==> config.mk <==
export PLATFORM = sky130hd
export DESIGN_NAME = msp_port
export DESIGN_NICKNAME = d
export VERILOG_FILES = /design/src/inc/msp_pkg.sv /design/src/logic/msp_buf2.sv /design/src/logic/msp_port.sv
export SDC_FILE = /design/constraint.sdc
export NUM_CORES = 1
export LEC_CHECK = 0
export ABC_CLOCK_PERIOD_IN_PS = 5200
export BUFFER_PORTS_ARGS = -buffer_cell sky130_fd_sc_hd__buf_2
export CORE_MARGIN = 5
export CORE_UTILIZATION = 39
export CTS_BUF_LIST = sky130_fd_sc_hd__clkbuf_16
export DETAILED_ROUTE_END_ITERATION = 10
export HOLD_SLACK_MARGIN = 0.1
export PLACE_DENSITY = 0.59
export SYNTH_ARGS = -nofsm -noshare
export SYNTH_HDL_FRONTEND = slang
export SYNTH_SLANG_ARGS = --single-unit
export TNS_END_PERCENT = 10
==> constraint.sdc <==
create_clock -name clk -period 5.2 [get_ports clk]
set_clock_uncertainty 0.15 [all_clocks]
set_input_delay 1.3 -clock clk [delete_from_list [all_inputs] [get_ports clk]]
set_output_delay 1.3 -clock clk [all_outputs]
set_load 0.02 [all_outputs]
==> src/inc/msp_pkg.sv <==
/*
 Constants, state encodings and carrier types of the MIDI serial port.
 Assumes a 200 MHz single clock and byte-wide I/O port strobes on that clock.
*/
package msp_pkg;

    localparam logic [9:0] MSP_DATA_OFS   = 10'h330;
    localparam logic [9:0] MSP_CTRL_OFS   = 10'h331;
    localparam logic [9:0] MSP_ISTAT_OFS  = 10'h332;
    localparam logic [9:0] MSP_LSTAT_OFS  = 10'h335;

    localparam int         MSP_CTRL_RXIE_BIT = 0;
    localparam int         MSP_CTRL_TXIE_BIT = 1;
    localparam int         MSP_CTRL_THRU_BIT = 4;
    localparam logic [7:0] MSP_CTRL_MASK     = 8'h13;
    localparam logic [7:0] MSP_CTRL_RESET    = 8'h00;

    localparam int         MSP_IST_PEND_BIT  = 0;
    localparam int         MSP_LST_AVAIL_BIT = 0;
    localparam int         MSP_LST_OVR_BIT   = 1;
    localparam int         MSP_LST_FE_BIT    = 3;
    localparam int         MSP_LST_TXE_BIT   = 5;
    localparam logic [7:0] MSP_UNMAPPED_READ = 8'h00;

    localparam int         MSP_CLK_HZ        = 200_000_000;
    localparam int         MSP_BIT_RATE      = 31_250;
    localparam int         MSP_BIT_CYCLES    = MSP_CLK_HZ / MSP_BIT_RATE;

    typedef enum logic [1:0] {MSP_RX_IDLE, MSP_RX_START, MSP_RX_DATA, MSP_RX_STOP} msp_rx_st_t;
    typedef enum logic       {MSP_TX_IDLE, MSP_TX_SEND} msp_tx_st_t;

    typedef struct packed {
        logic       rd;
        logic       wr;
        logic [9:0] addr;
        logic [7:0] wdata;
    } msp_io_req_t;

    typedef struct packed {
        logic       valid;
        logic [7:0] data;
    } msp_io_rsp_t;

endpackage

==> src/logic/msp_buf2.sv <==
/*
 Two-entry buffer with valid/ready on both sides.
 Assumes both sides sit on the same clock.
*/
`timescale 1ns/100ps
module msp_buf2 import msp_pkg::*; #(
    parameter int WIDTH = 8
) (
    input  wire logic             clk,
    input  wire logic             rst_b,
    input  wire logic             in_valid,
    output logic                  in_ready,
    input  wire logic [WIDTH-1:0] in_data,
    output logic                  out_valid,
    input  wire logic             out_ready,
    output logic [WIDTH-1:0]      out_data
);

    typedef struct packed {
        logic [1:0][WIDTH-1:0] mem;
        logic                  wptr;
        logic                  rptr;
        logic [1:0]            count;
    } msp_buf_state_t;

    msp_buf_state_t st_reg;
    msp_buf_state_t st_next;
    logic           push;
    logic           pop;

    assign in_ready  = (st_reg.count != 2'd2);
    assign out_valid = (st_reg.count != 2'd0);
    assign out_data  = st_reg.mem[st_reg.rptr];
    assign push      = in_valid && in_ready;
    assign pop       = out_valid && out_ready;

    always_comb begin
        st_next = st_reg;
        if (push) begin
            st_next.mem[st_reg.wptr] = in_data;
            st_next.wptr             = ~st_reg.wptr;
        end
        if (pop) begin
            st_next.rptr = ~st_reg.rptr;
        end
        // Simultaneous push and pop leaves the count alone
        st_next.count = st_reg.count + {1'b0, push} - {1'b0, pop};
    end

    always_ff @(posedge clk or negedge rst_b) begin
        if (!rst_b) begin
            st_reg <= '0;
        end else begin
            st_reg <= st_next;
        end
    end

endmodule // msp_buf2

==> src/logic/msp_port.sv <==
/*
 MIDI serial port: byte-wide I/O ports, 8N1 receiver and transmitter, out/thru routing.
 Assumes io_req strobes are one-cycle pulses on clk and the MIDI input pin is asynchronous.
*/
`timescale 1ns/100ps
module msp_port import msp_pkg::*; #(
    parameter int BIT_CYCLES = MSP_BIT_CYCLES
) (
    input  wire logic        clk,
    input  wire logic        rst_b,
    input  wire msp_io_req_t io_req,
    output msp_io_rsp_t      io_rsp,
    output logic             irq7,
    input  wire logic        midi_in,
    output logic             midi_out
);

    localparam logic [15:0] BIT_CNT  = 16'(BIT_CYCLES - 1);
    localparam logic [15:0] HALF_CNT = 16'(BIT_CYCLES / 2 - 1);

    typedef struct packed {
        logic [7:0]  ctrl;
        logic [7:0]  rx_data;
        logic        avail;
        logic        framing;
        logic        overrun;
        msp_io_rsp_t rsp;
        logic        sync1;
        logic        sync2;
        msp_rx_st_t  rx_st;
        logic [15:0] rx_cnt;
        logic [2:0]  rx_bit;
        logic [7:0]  rx_sh;
        msp_tx_st_t  tx_st;
        logic [15:0] tx_cnt;
        logic [3:0]  tx_bit;
        logic [9:0]  tx_sh;
        logic        out_pin;
        logic        irq;
    } msp_state_t;

    msp_state_t st_reg;
    msp_state_t st_next;
    logic       buf_in_valid;
    logic       buf_in_ready;
    logic       buf_out_valid;
    logic       buf_out_ready;
    logic [7:0] buf_out_data;
    logic       rd_data;
    logic       rd_lstat;
    logic       pend;

    function automatic logic hit(input msp_io_req_t r, input logic [9:0] ofs);
        return r.addr == ofs;
    endfunction

    function automatic logic [15:0] cnt_dec(input logic [15:0] c);
        return c - 16'd1;
    endfunction

    function automatic logic cnt_zero(input logic [15:0] c);
        return c == 16'd0;
    endfunction

    function automatic logic [7:0] istat_word(input logic p);
        logic [7:0] w;
        w                   = '0;
        w[MSP_IST_PEND_BIT] = p;
        return w;
    endfunction

    // Reserved bits read as zero so software can test whole bytes
    function automatic logic [7:0] lstat_word(input logic txe, input logic fe, input logic ovr, input logic av);
        logic [7:0] w;
        w                    = '0;
        w[MSP_LST_TXE_BIT]   = txe;
        w[MSP_LST_FE_BIT]    = fe;
        w[MSP_LST_OVR_BIT]   = ovr;
        w[MSP_LST_AVAIL_BIT] = av;
        return w;
    endfunction

    // Writes to a full buffer are dropped; software is expected to poll transmit empty first
    assign buf_in_valid  = io_req.wr && hit(io_req, MSP_DATA_OFS);
    assign buf_out_ready = (st_reg.tx_st == MSP_TX_IDLE);
    assign rd_data       = io_req.rd && hit(io_req, MSP_DATA_OFS);
    assign rd_lstat      = io_req.rd && hit(io_req, MSP_LSTAT_OFS);
    assign pend = (st_reg.ctrl[MSP_CTRL_RXIE_BIT] && st_reg.avail)
               || (st_reg.ctrl[MSP_CTRL_TXIE_BIT] && buf_in_ready);

    msp_buf2 #(
        .WIDTH (8)
    ) u_txbuf (
        .clk       (clk),
        .rst_b     (rst_b),
        .in_valid  (buf_in_valid),
        .in_ready  (buf_in_ready),
        .in_data   (io_req.wdata),
        .out_valid (buf_out_valid),
        .out_ready (buf_out_ready),
        .out_data  (buf_out_data)
    );

    always_comb begin
        st_next = st_reg;
        st_next.sync1 = midi_in;
        st_next.sync2 = st_reg.sync1;

        // Status flags clear on read; a same-cycle hardware set below overrides the clear
        if (rd_data) begin
            st_next.avail = 1'b0;
        end
        if (rd_lstat) begin
            st_next.framing = 1'b0;
            st_next.overrun = 1'b0;
        end

        unique case (st_reg.rx_st)
            MSP_RX_IDLE: begin
                if (!st_reg.sync2) begin
                    st_next.rx_st  = MSP_RX_START;
                    st_next.rx_cnt = HALF_CNT;
                end
            end
            MSP_RX_START: begin
                st_next.rx_cnt = cnt_dec(st_reg.rx_cnt);
                if (cnt_zero(st_reg.rx_cnt)) begin
                    // A glitch shorter than half a bit is not a start bit
                    st_next.rx_st  = st_reg.sync2 ? MSP_RX_IDLE : MSP_RX_DATA;
                    st_next.rx_cnt = BIT_CNT;
                    st_next.rx_bit = 3'd0;
                end
            end
            MSP_RX_DATA: begin
                st_next.rx_cnt = cnt_dec(st_reg.rx_cnt);
                if (cnt_zero(st_reg.rx_cnt)) begin
                    st_next.rx_sh  = {st_reg.sync2, st_reg.rx_sh[7:1]};
                    st_next.rx_cnt = BIT_CNT;
                    st_next.rx_bit = st_reg.rx_bit + 3'd1;
                    if (st_reg.rx_bit == 3'd7) begin
                        st_next.rx_st = MSP_RX_STOP;
                    end
                end
            end
            MSP_RX_STOP: begin
                st_next.rx_cnt = cnt_dec(st_reg.rx_cnt);
                if (cnt_zero(st_reg.rx_cnt)) begin
                    st_next.rx_st   = MSP_RX_IDLE;
                    st_next.rx_data = st_reg.rx_sh;
                    st_next.avail   = 1'b1;
                    if (st_reg.avail && !rd_data) begin
                        st_next.overrun = 1'b1;
                    end
                    if (!st_reg.sync2) begin
                        st_next.framing = 1'b1;
                    end
                end
            end
        endcase

        unique case (st_reg.tx_st)
            MSP_TX_IDLE: begin
                st_next.tx_sh = '1;
                if (buf_out_valid) begin
                    st_next.tx_st  = MSP_TX_SEND;
                    st_next.tx_sh  = {1'b1, buf_out_data, 1'b0};
                    st_next.tx_cnt = BIT_CNT;
                    st_next.tx_bit = 4'd0;
                end
            end
            MSP_TX_SEND: begin
                st_next.tx_cnt = cnt_dec(st_reg.tx_cnt);
                if (cnt_zero(st_reg.tx_cnt)) begin
                    st_next.tx_cnt = BIT_CNT;
                    st_next.tx_sh  = {1'b1, st_reg.tx_sh[9:1]};
                    st_next.tx_bit = st_reg.tx_bit + 4'd1;
                    if (st_reg.tx_bit == 4'd9) begin
                        st_next.tx_st = MSP_TX_IDLE;
                    end
                end
            end
        endcase

        // Thru echoes the synchronised input, so it lags the pin by the two sync stages and the output flop
        st_next.out_pin = st_reg.ctrl[MSP_CTRL_THRU_BIT] ? st_reg.sync2 : st_reg.tx_sh[0];

        if (io_req.wr && hit(io_req, MSP_CTRL_OFS)) begin
            st_next.ctrl = io_req.wdata & MSP_CTRL_MASK;
        end

        st_next.irq       = pend;
        st_next.rsp.valid = io_req.rd;
        st_next.rsp.data  = MSP_UNMAPPED_READ;
        if (io_req.rd) begin
            unique case (io_req.addr)
                MSP_DATA_OFS:  st_next.rsp.data = st_reg.rx_data;
                MSP_CTRL_OFS:  st_next.rsp.data = st_reg.ctrl;
                MSP_ISTAT_OFS: st_next.rsp.data = istat_word(pend);
                MSP_LSTAT_OFS: st_next.rsp.data = lstat_word(buf_in_ready, st_reg.framing,
                                                             st_reg.overrun, st_reg.avail);
                default: st_next.rsp.data = MSP_UNMAPPED_READ;
            endcase
        end
    end

    always_ff @(posedge clk or negedge rst_b) begin
        if (!rst_b) begin
            st_reg         <= '0;
            st_reg.ctrl    <= MSP_CTRL_RESET;
            st_reg.sync1   <= 1'b1;
            st_reg.sync2   <= 1'b1;
            st_reg.tx_sh   <= '1;
            st_reg.out_pin <= 1'b1;
        end else begin
            st_reg <= st_next;
        end
    end

    assign io_rsp   = st_reg.rsp;
    assign irq7     = st_reg.irq;
    assign midi_out = st_reg.out_pin;

endmodule // msp_port

Word level (Yosys, flattened, before mapping)
Index checks and enable logic that the tools add are counted.
{ "word_totals": {"ff_bits": 107, "in_bits": 23, "output_inout_bits": 11, "word_cells": 101} }
{ "classes": {"addsub": 6, "n_lt_le_gt_ge": 3, "eq_ne": 17, "mux": 26, "bitwise_logic": 3, "reduce_logical": 22} }
{ "op_table": {"columns": ["cell", "count"], "rows": [
  ["18-bit one-hot mux with 4 select lines", 1],
  ["31-bit 2-to-1 mux", 2],
  ["31-bit one-hot mux with 2 select lines", 1],
  ["10-bit equality test, second input constant", 4],
  ["16-bit zero test", 2],
  ["8-bit 2-to-1 mux", 4],
  ["8-bit one-hot mux with 4 select lines", 1],
  ["16-bit by 1-bit subtractor with 16-bit output, second input constant", 2],
  ["29-bit 2-to-1 mux", 1],
  ["21-bit 2-to-1 mux", 1],
  ["18-bit 2-to-1 mux", 1],
  ["16-bit bitwise mux", 1],
  ["2-bit inequality test, second input constant", 6],
  ["1-bit logical AND", 10],
  ["8-bit demux with 1-bit select", 1],
  ["2-bit 2-to-1 mux", 4],
  ["3-bit 2-to-1 mux", 2],
  ["3-bit one-hot mux with 2 select lines", 1],
  ["2-bit AND reduction", 3],
  ["1-bit 2-to-1 mux", 5],
  ["5-bit AND reduction", 1],
  ["4-bit by 1-bit adder with 4-bit output, second input constant", 1],
  ["2-bit equality test, second input constant", 2],
  ["4-bit equality test, second input constant", 1],
  ["14 further kinds", 19]
]} }

Depth between registers and ports, before layout
{ "logic_depth": {"word_depth": 7, "ltp_mapped": 9, "mapped_depth_nobuf": 7} }

By module
From an unflattened synthesis, not the netlist that was laid out.
{ "unflattened": {"cells_unflattened": 499, "hier_area_um2": 5307.6} }
{ "by_module_without_submodules": {"columns": ["mod", "instances", "cells_per_inst", "area_per_inst_um2", "seq_area_each_um2"], "rows": [
  ["msp_port", 1, 439, 4335.4, 2193.4],
  ["msp_buf2", 1, 60, 972.2, 500.5]
]} }

Least setup slack after synthesis
No wires, ideal clock.
{ "synth_timing": {"path_kind": "input-to-reg", "startpoint": "in io_req[8] (netlist bit)", "endpoint": "reg u_txbuf.st_reg[10] (netlist bit)", "setup_ns": 0.125, "t_arrival_ns": 2.867, "t_required_ns": 4.925, "path_slack_ns": 2.058, "stages": 6, "path_buffers": 2, "path_cell_list": "clkbuf_1 or3_1 nor4_1 nor2b_1 buf_2 mux2_2"} }
{ "synth_between": {"elab_chain_len": 3} }
{ "synth_lines": {"columns": ["element", "line_no", "rtl"], "rows": [
  ["from (decl)", "msp_port.sv:11", "input wire msp_io_req_t io_req,"],
  ["10-bit equality test", "msp_port.sv:54", "return r.addr == ofs;"],
  ["1-bit logical AND", "msp_port.sv:84", "assign buf_in_valid = io_req.wr && hit(io_req, MSP_DATA_OFS);"],
  ["1-bit logical AND", "msp_buf2.sv:34", "assign push = in_valid && in_ready;"],
  ["to (signal assigned)", "msp_buf2.sv:54", "st_reg <= st_next;"],
  ["to (decl)", "msp_buf2.sv:26", "msp_buf_state_t st_reg;"]
]} }
No other way between the ends.
A chain may end at the register's enable or synchronous reset.

Worst setup path in the final report
{ "layout_timing": {"startpoint": "in io_req[9] (netlist bit)", "endpoint": "reg u_txbuf.st_reg[5] (netlist bit)"} }
The elaborated chain is that of the path after synthesis.

==> impl_metrics.tcl <==
set metrics [dict create \
    required_ns 5.28 \
    arrival_time_of_the_worst_setup_path_ns 3.31 \
    max-clock-path-buffers 2 \
    postSynthCellCount 467 \
    yosys-top-cells-area "sky130_fd_sc_hd__dfrtp_1 46%, sky130_fd_sc_hd__mux2_2 8.1%, sky130_fd_sc_hd__dfstp_2 6.6%" \
    yosys.area.top_type_share_pct 45.8 \
    wl_um 10500 \
    cts_setup_buffers 0 \
    crit_path_start_kind "input port" \
    rows 42 \
    status "completed" \
    cp_slowest_stage_delay_ns 0.63 \
    fin_setup_tns_ns 0 \
    detailed_routing_iteration_count_for_the_pre_antenna_repair_pass 4 \
    grt_pass1_vias 3645 \
    netSwitchingFraction_pct 28.6 \
    hpwlAfterDp_um 7280 \
    synth_top_flop_cell "sky130_fd_sc_hd__dfrtp_1" \
    setup.worst_path.end_class "register" \
    place.port_buffers 33 \
    nNetsFinal 520 \
    ctsHoldBuffers 0 \
    mappedNetlistNets 499 \
    min_period_over_period_pct 62.0 \
    route.vias.total 3636 \
    cts.sinks 107 \
    post_route_cells_drive_above_1_share_pct 23.3 \
    share_comb_of_total_power_pct 12.9 \
    fin_crit_ns 3.22 \
    ys_async_sr_fraction_pct 100 \
    clk_latency_ns 0.35 \
    remaining_routing_drc_violations 0 \
    maxSlewHeadroom_pct 38.2 \
    seq_power_share_pct 54.0 \
    worstPathCellList "buf_2, or3_1, nor4_1, nor2b_1, mux2_2" \
    fmax_mhz 310 \
    report.final.slew_viol_count 0 \
    flip_flop_and_latch_count_after_synthesis 107 \
    power.density_nw_per_um2 353 \
    maxCapViolCount 0 \
    p_total_mw 2.01 \
    setup_viol_count_final 0 \
    timing.hold.worst.class "reg -> reg" \
    largest_register_ffs 75 \
    antenna_violation_net_count_after_detailed_routing 0 \
    chipWidth_um 125 \
    grt_usage_pct 14.0 \
    detailedRoute.firstIterationViolations 290 \
    postCtsResizedCells 0 \
    grt_max_degree 75 \
    cts.reportedPaths.clkPinSlew_ns 0.07 \
    ios 34 \
    netlist_area_sq_um 5140 \
    power.net_switching_uw 575 \
    vertical_die_dimension_um 125 \
    synth_top_area_cell "sky130_fd_sc_hd__dfrtp_1" \
    gpl.final_weighted_congestion 0.867 \
    post_drt_wl_per_cell_um 15.7 \
    worst_voltage_drop_across_the_vdd_grid_uv 147 \
    grt_overflow 0 \
    flow.area_growth_from_synthesis_pct 10.7 \
    post_synth_edffs 0 \
    yosys_warnings 0 \
    clock_tree.root_cell "sky130_fd_sc_hd__clkbuf_16" \
    design.die.area_sq_um 15600 \
    tritoncts "built" \
    antenna_found_initial 0 \
    insertedDiodeCount 0 \
    number_of_different_library_cells_in_the_post_synthesis_netlist 63 \
    finalHoldViolations 0 \
    grt_first_pass_wirelength_um 18200 \
    worst-path-max-fanout 8 \
    grt_setup_unrepaired "false" \
    static_leakage_nw 2.55 \
    crit_slowest_cell "sky130_fd_sc_hd__nor2b_1" \
    internal_power_mw 1.43 \
    cts-buffers-inserted 9 \
    floorplan.core_area_sq_um 13100 \
    nFillCells 1231 \
    via_per_inst 5.43 \
    clock_power_share_pct 33.1 \
    synth.yosys.seq_area_share_pct 52.4 \
    timing.setup.critical_path_class "in -> reg" \
    postSynthAreaPerCell_sq_um 11.0 \
    initial_util_pct 39.3 \
    tightestPinTransition_ns 0.927 \
    ctsHtreeMaxLevel 3 \
]
-- stage by stage --
step | instances | setup WS (ns) | hold slack (ns) | area [sq um] | util [%]
global route | 669 | 1.81 | 0.215 | 5690 | 43.5
detailed placement | 653 | 1.57 | 0.199 | 5400 | 41.3
CTS | 669 | 1.95 | 0.210 | 5690 | 43.5
global placement | 653 | 1.59 | 0.199 | 5400 | 41.3
floorplan | 467 | 2.06 | 0.195 | 5140 | -
finish | 669 | 1.98 | 0.208 | 5690 | 43.5
-- metal layers --
metal | up-vias | global-route usage, % | routed length, um
met3 | 13 | 3.00 | 494
li1 | 1732 | - | -
met5 | - | 0 | 0
met4 | 0 | 4.26 | 146
met2 | 81 | 21.7 | 4760
met1 | 1810 | 19.8 | 5090
-- critical path: cells and delay by family --
family	cells	cell delay [ns]
mux	1	0.41
buf+inv	1	0.13
simple gates	3	1.46
-- layout make-up --
cell class              instances  area [sq um]  area share (%)
flip-flops and latches        107          2690            47.4
well taps                     176           220            3.87
multi-input cells             322          2260            39.7
clock inverters                 7          60.1            1.06
repair buffers                 35           183            3.21
inverters                      13          48.8           0.858
clock buffers                   9           225            3.96
-- power by group through the flow --
| stage | logic, mW | clock network, mW | registers (mW) |
|---|---|---|---|
| 3_5_place_dp | 0.263 | 0 | 1.09 |
| 2_1_floorplan | 0.204 | 0 | 1.06 |
| 3_3_place_gp | 0.251 | 0 | 1.09 |
| 4_1_cts | 0.263 | 0.684 | 1.08 |
| 5_1_grt | 0.294 | 0.706 | 1.10 |
| 6_report | 0.259 | 0.664 | 1.08 |
-- synth_stat cells (4+ instances only) --
| master | number |
|---|---|
| sky130_fd_sc_hd__or4_1 | 5 |
| sky130_fd_sc_hd__buf_4 | 10 |
| sky130_fd_sc_hd__o211ai_1 | 5 |
| sky130_fd_sc_hd__a211oi_1 | 4 |
| sky130_fd_sc_hd__nor2b_1 | 4 |
| sky130_fd_sc_hd__dfstp_2 | 13 |
| sky130_fd_sc_hd__a221o_1 | 8 |
| sky130_fd_sc_hd__o21ai_0 | 23 |
| sky130_fd_sc_hd__nor3_1 | 11 |
| sky130_fd_sc_hd__nand3_1 | 7 |
| sky130_fd_sc_hd__mux2i_1 | 12 |
| sky130_fd_sc_hd__nor2_1 | 34 |
| sky130_fd_sc_hd__inv_1 | 13 |
| sky130_fd_sc_hd__nor4_1 | 12 |
| sky130_fd_sc_hd__ha_1 | 9 |
| sky130_fd_sc_hd__nand2b_1 | 6 |
| sky130_fd_sc_hd__xnor2_1 | 11 |
| sky130_fd_sc_hd__or2_2 | 4 |
| sky130_fd_sc_hd__mux2_2 | 37 |
| sky130_fd_sc_hd__xor2_1 | 5 |
| sky130_fd_sc_hd__or3_1 | 4 |
| sky130_fd_sc_hd__a21oi_1 | 15 |
| sky130_fd_sc_hd__clkbuf_1 | 13 |
| sky130_fd_sc_hd__a22o_1 | 6 |
| sky130_fd_sc_hd__nand4_1 | 5 |
| sky130_fd_sc_hd__nand2_1 | 42 |
| sky130_fd_sc_hd__dfrtp_1 | 94 |
| sky130_fd_sc_hd__and2_1 | 6 |
| sky130_fd_sc_hd__a31oi_1 | 4 |
-- cells in the final DEF, fill, tap and decap left out, types with 6 or more instances in the layout --
| master | count |
|---|---|
| sky130_fd_sc_hd__a21oi_1 | 15 |
| sky130_fd_sc_hd__mux2i_1 | 12 |
| sky130_fd_sc_hd__inv_1 | 13 |
| sky130_fd_sc_hd__dfrtp_1 | 94 |
| sky130_fd_sc_hd__nand2_1 | 42 |
| sky130_fd_sc_hd__a22o_1 | 6 |
| sky130_fd_sc_hd__nor4_1 | 12 |
| sky130_fd_sc_hd__nor2_1 | 34 |
| sky130_fd_sc_hd__dfstp_2 | 13 |
| sky130_fd_sc_hd__clkbuf_16 | 9 |
| sky130_fd_sc_hd__and2_1 | 6 |
| sky130_fd_sc_hd__ha_1 | 9 |
| sky130_fd_sc_hd__a221o_1 | 8 |
| sky130_fd_sc_hd__nand3_1 | 7 |
| sky130_fd_sc_hd__o21ai_0 | 23 |
| sky130_fd_sc_hd__xnor2_1 | 11 |
| sky130_fd_sc_hd__nor3_1 | 11 |
| sky130_fd_sc_hd__buf_2 | 32 |
| sky130_fd_sc_hd__nand2b_1 | 6 |
| sky130_fd_sc_hd__mux2_2 | 37 |
-- final timing paths --
| check | start | slack, ns | end | depth (start not counted) |
|---|---|---|---|---|
| max | io_req[9] | 1.98 | u_txbuf.st_reg[5] | 5 |
| min | st_next[62] | 0.21 | st_reg[62] | 0 |
| max reg2reg | st_reg[47] | 2.38 | st_reg[52] | 5 |
| min reg2reg | st_next[62] | 0.21 | st_reg[62] | 0 |
| max in group asynchronous | rst_b | 2.94 | st_reg[2] | 2 |
| min in group asynchronous | rst_b | 0.92 | st_reg[34] | 1 |
-- cells by family after synthesis --
| logic type | share of synthesized area, % |
|---|---|
| adder cells (fa/ha/maj) | 2.19 |
| buffers and inverters | 3.68 |
| multiplexers | 10.4 |
| XOR/XNOR | 2.73 |
| AO/OA/AOI/OAI | 11.8 |
| flip-flops | 52.4 |
| AND/OR/NAND/NOR | 16.7 |
Note: power is estimated with default switching activity, not from simulation.
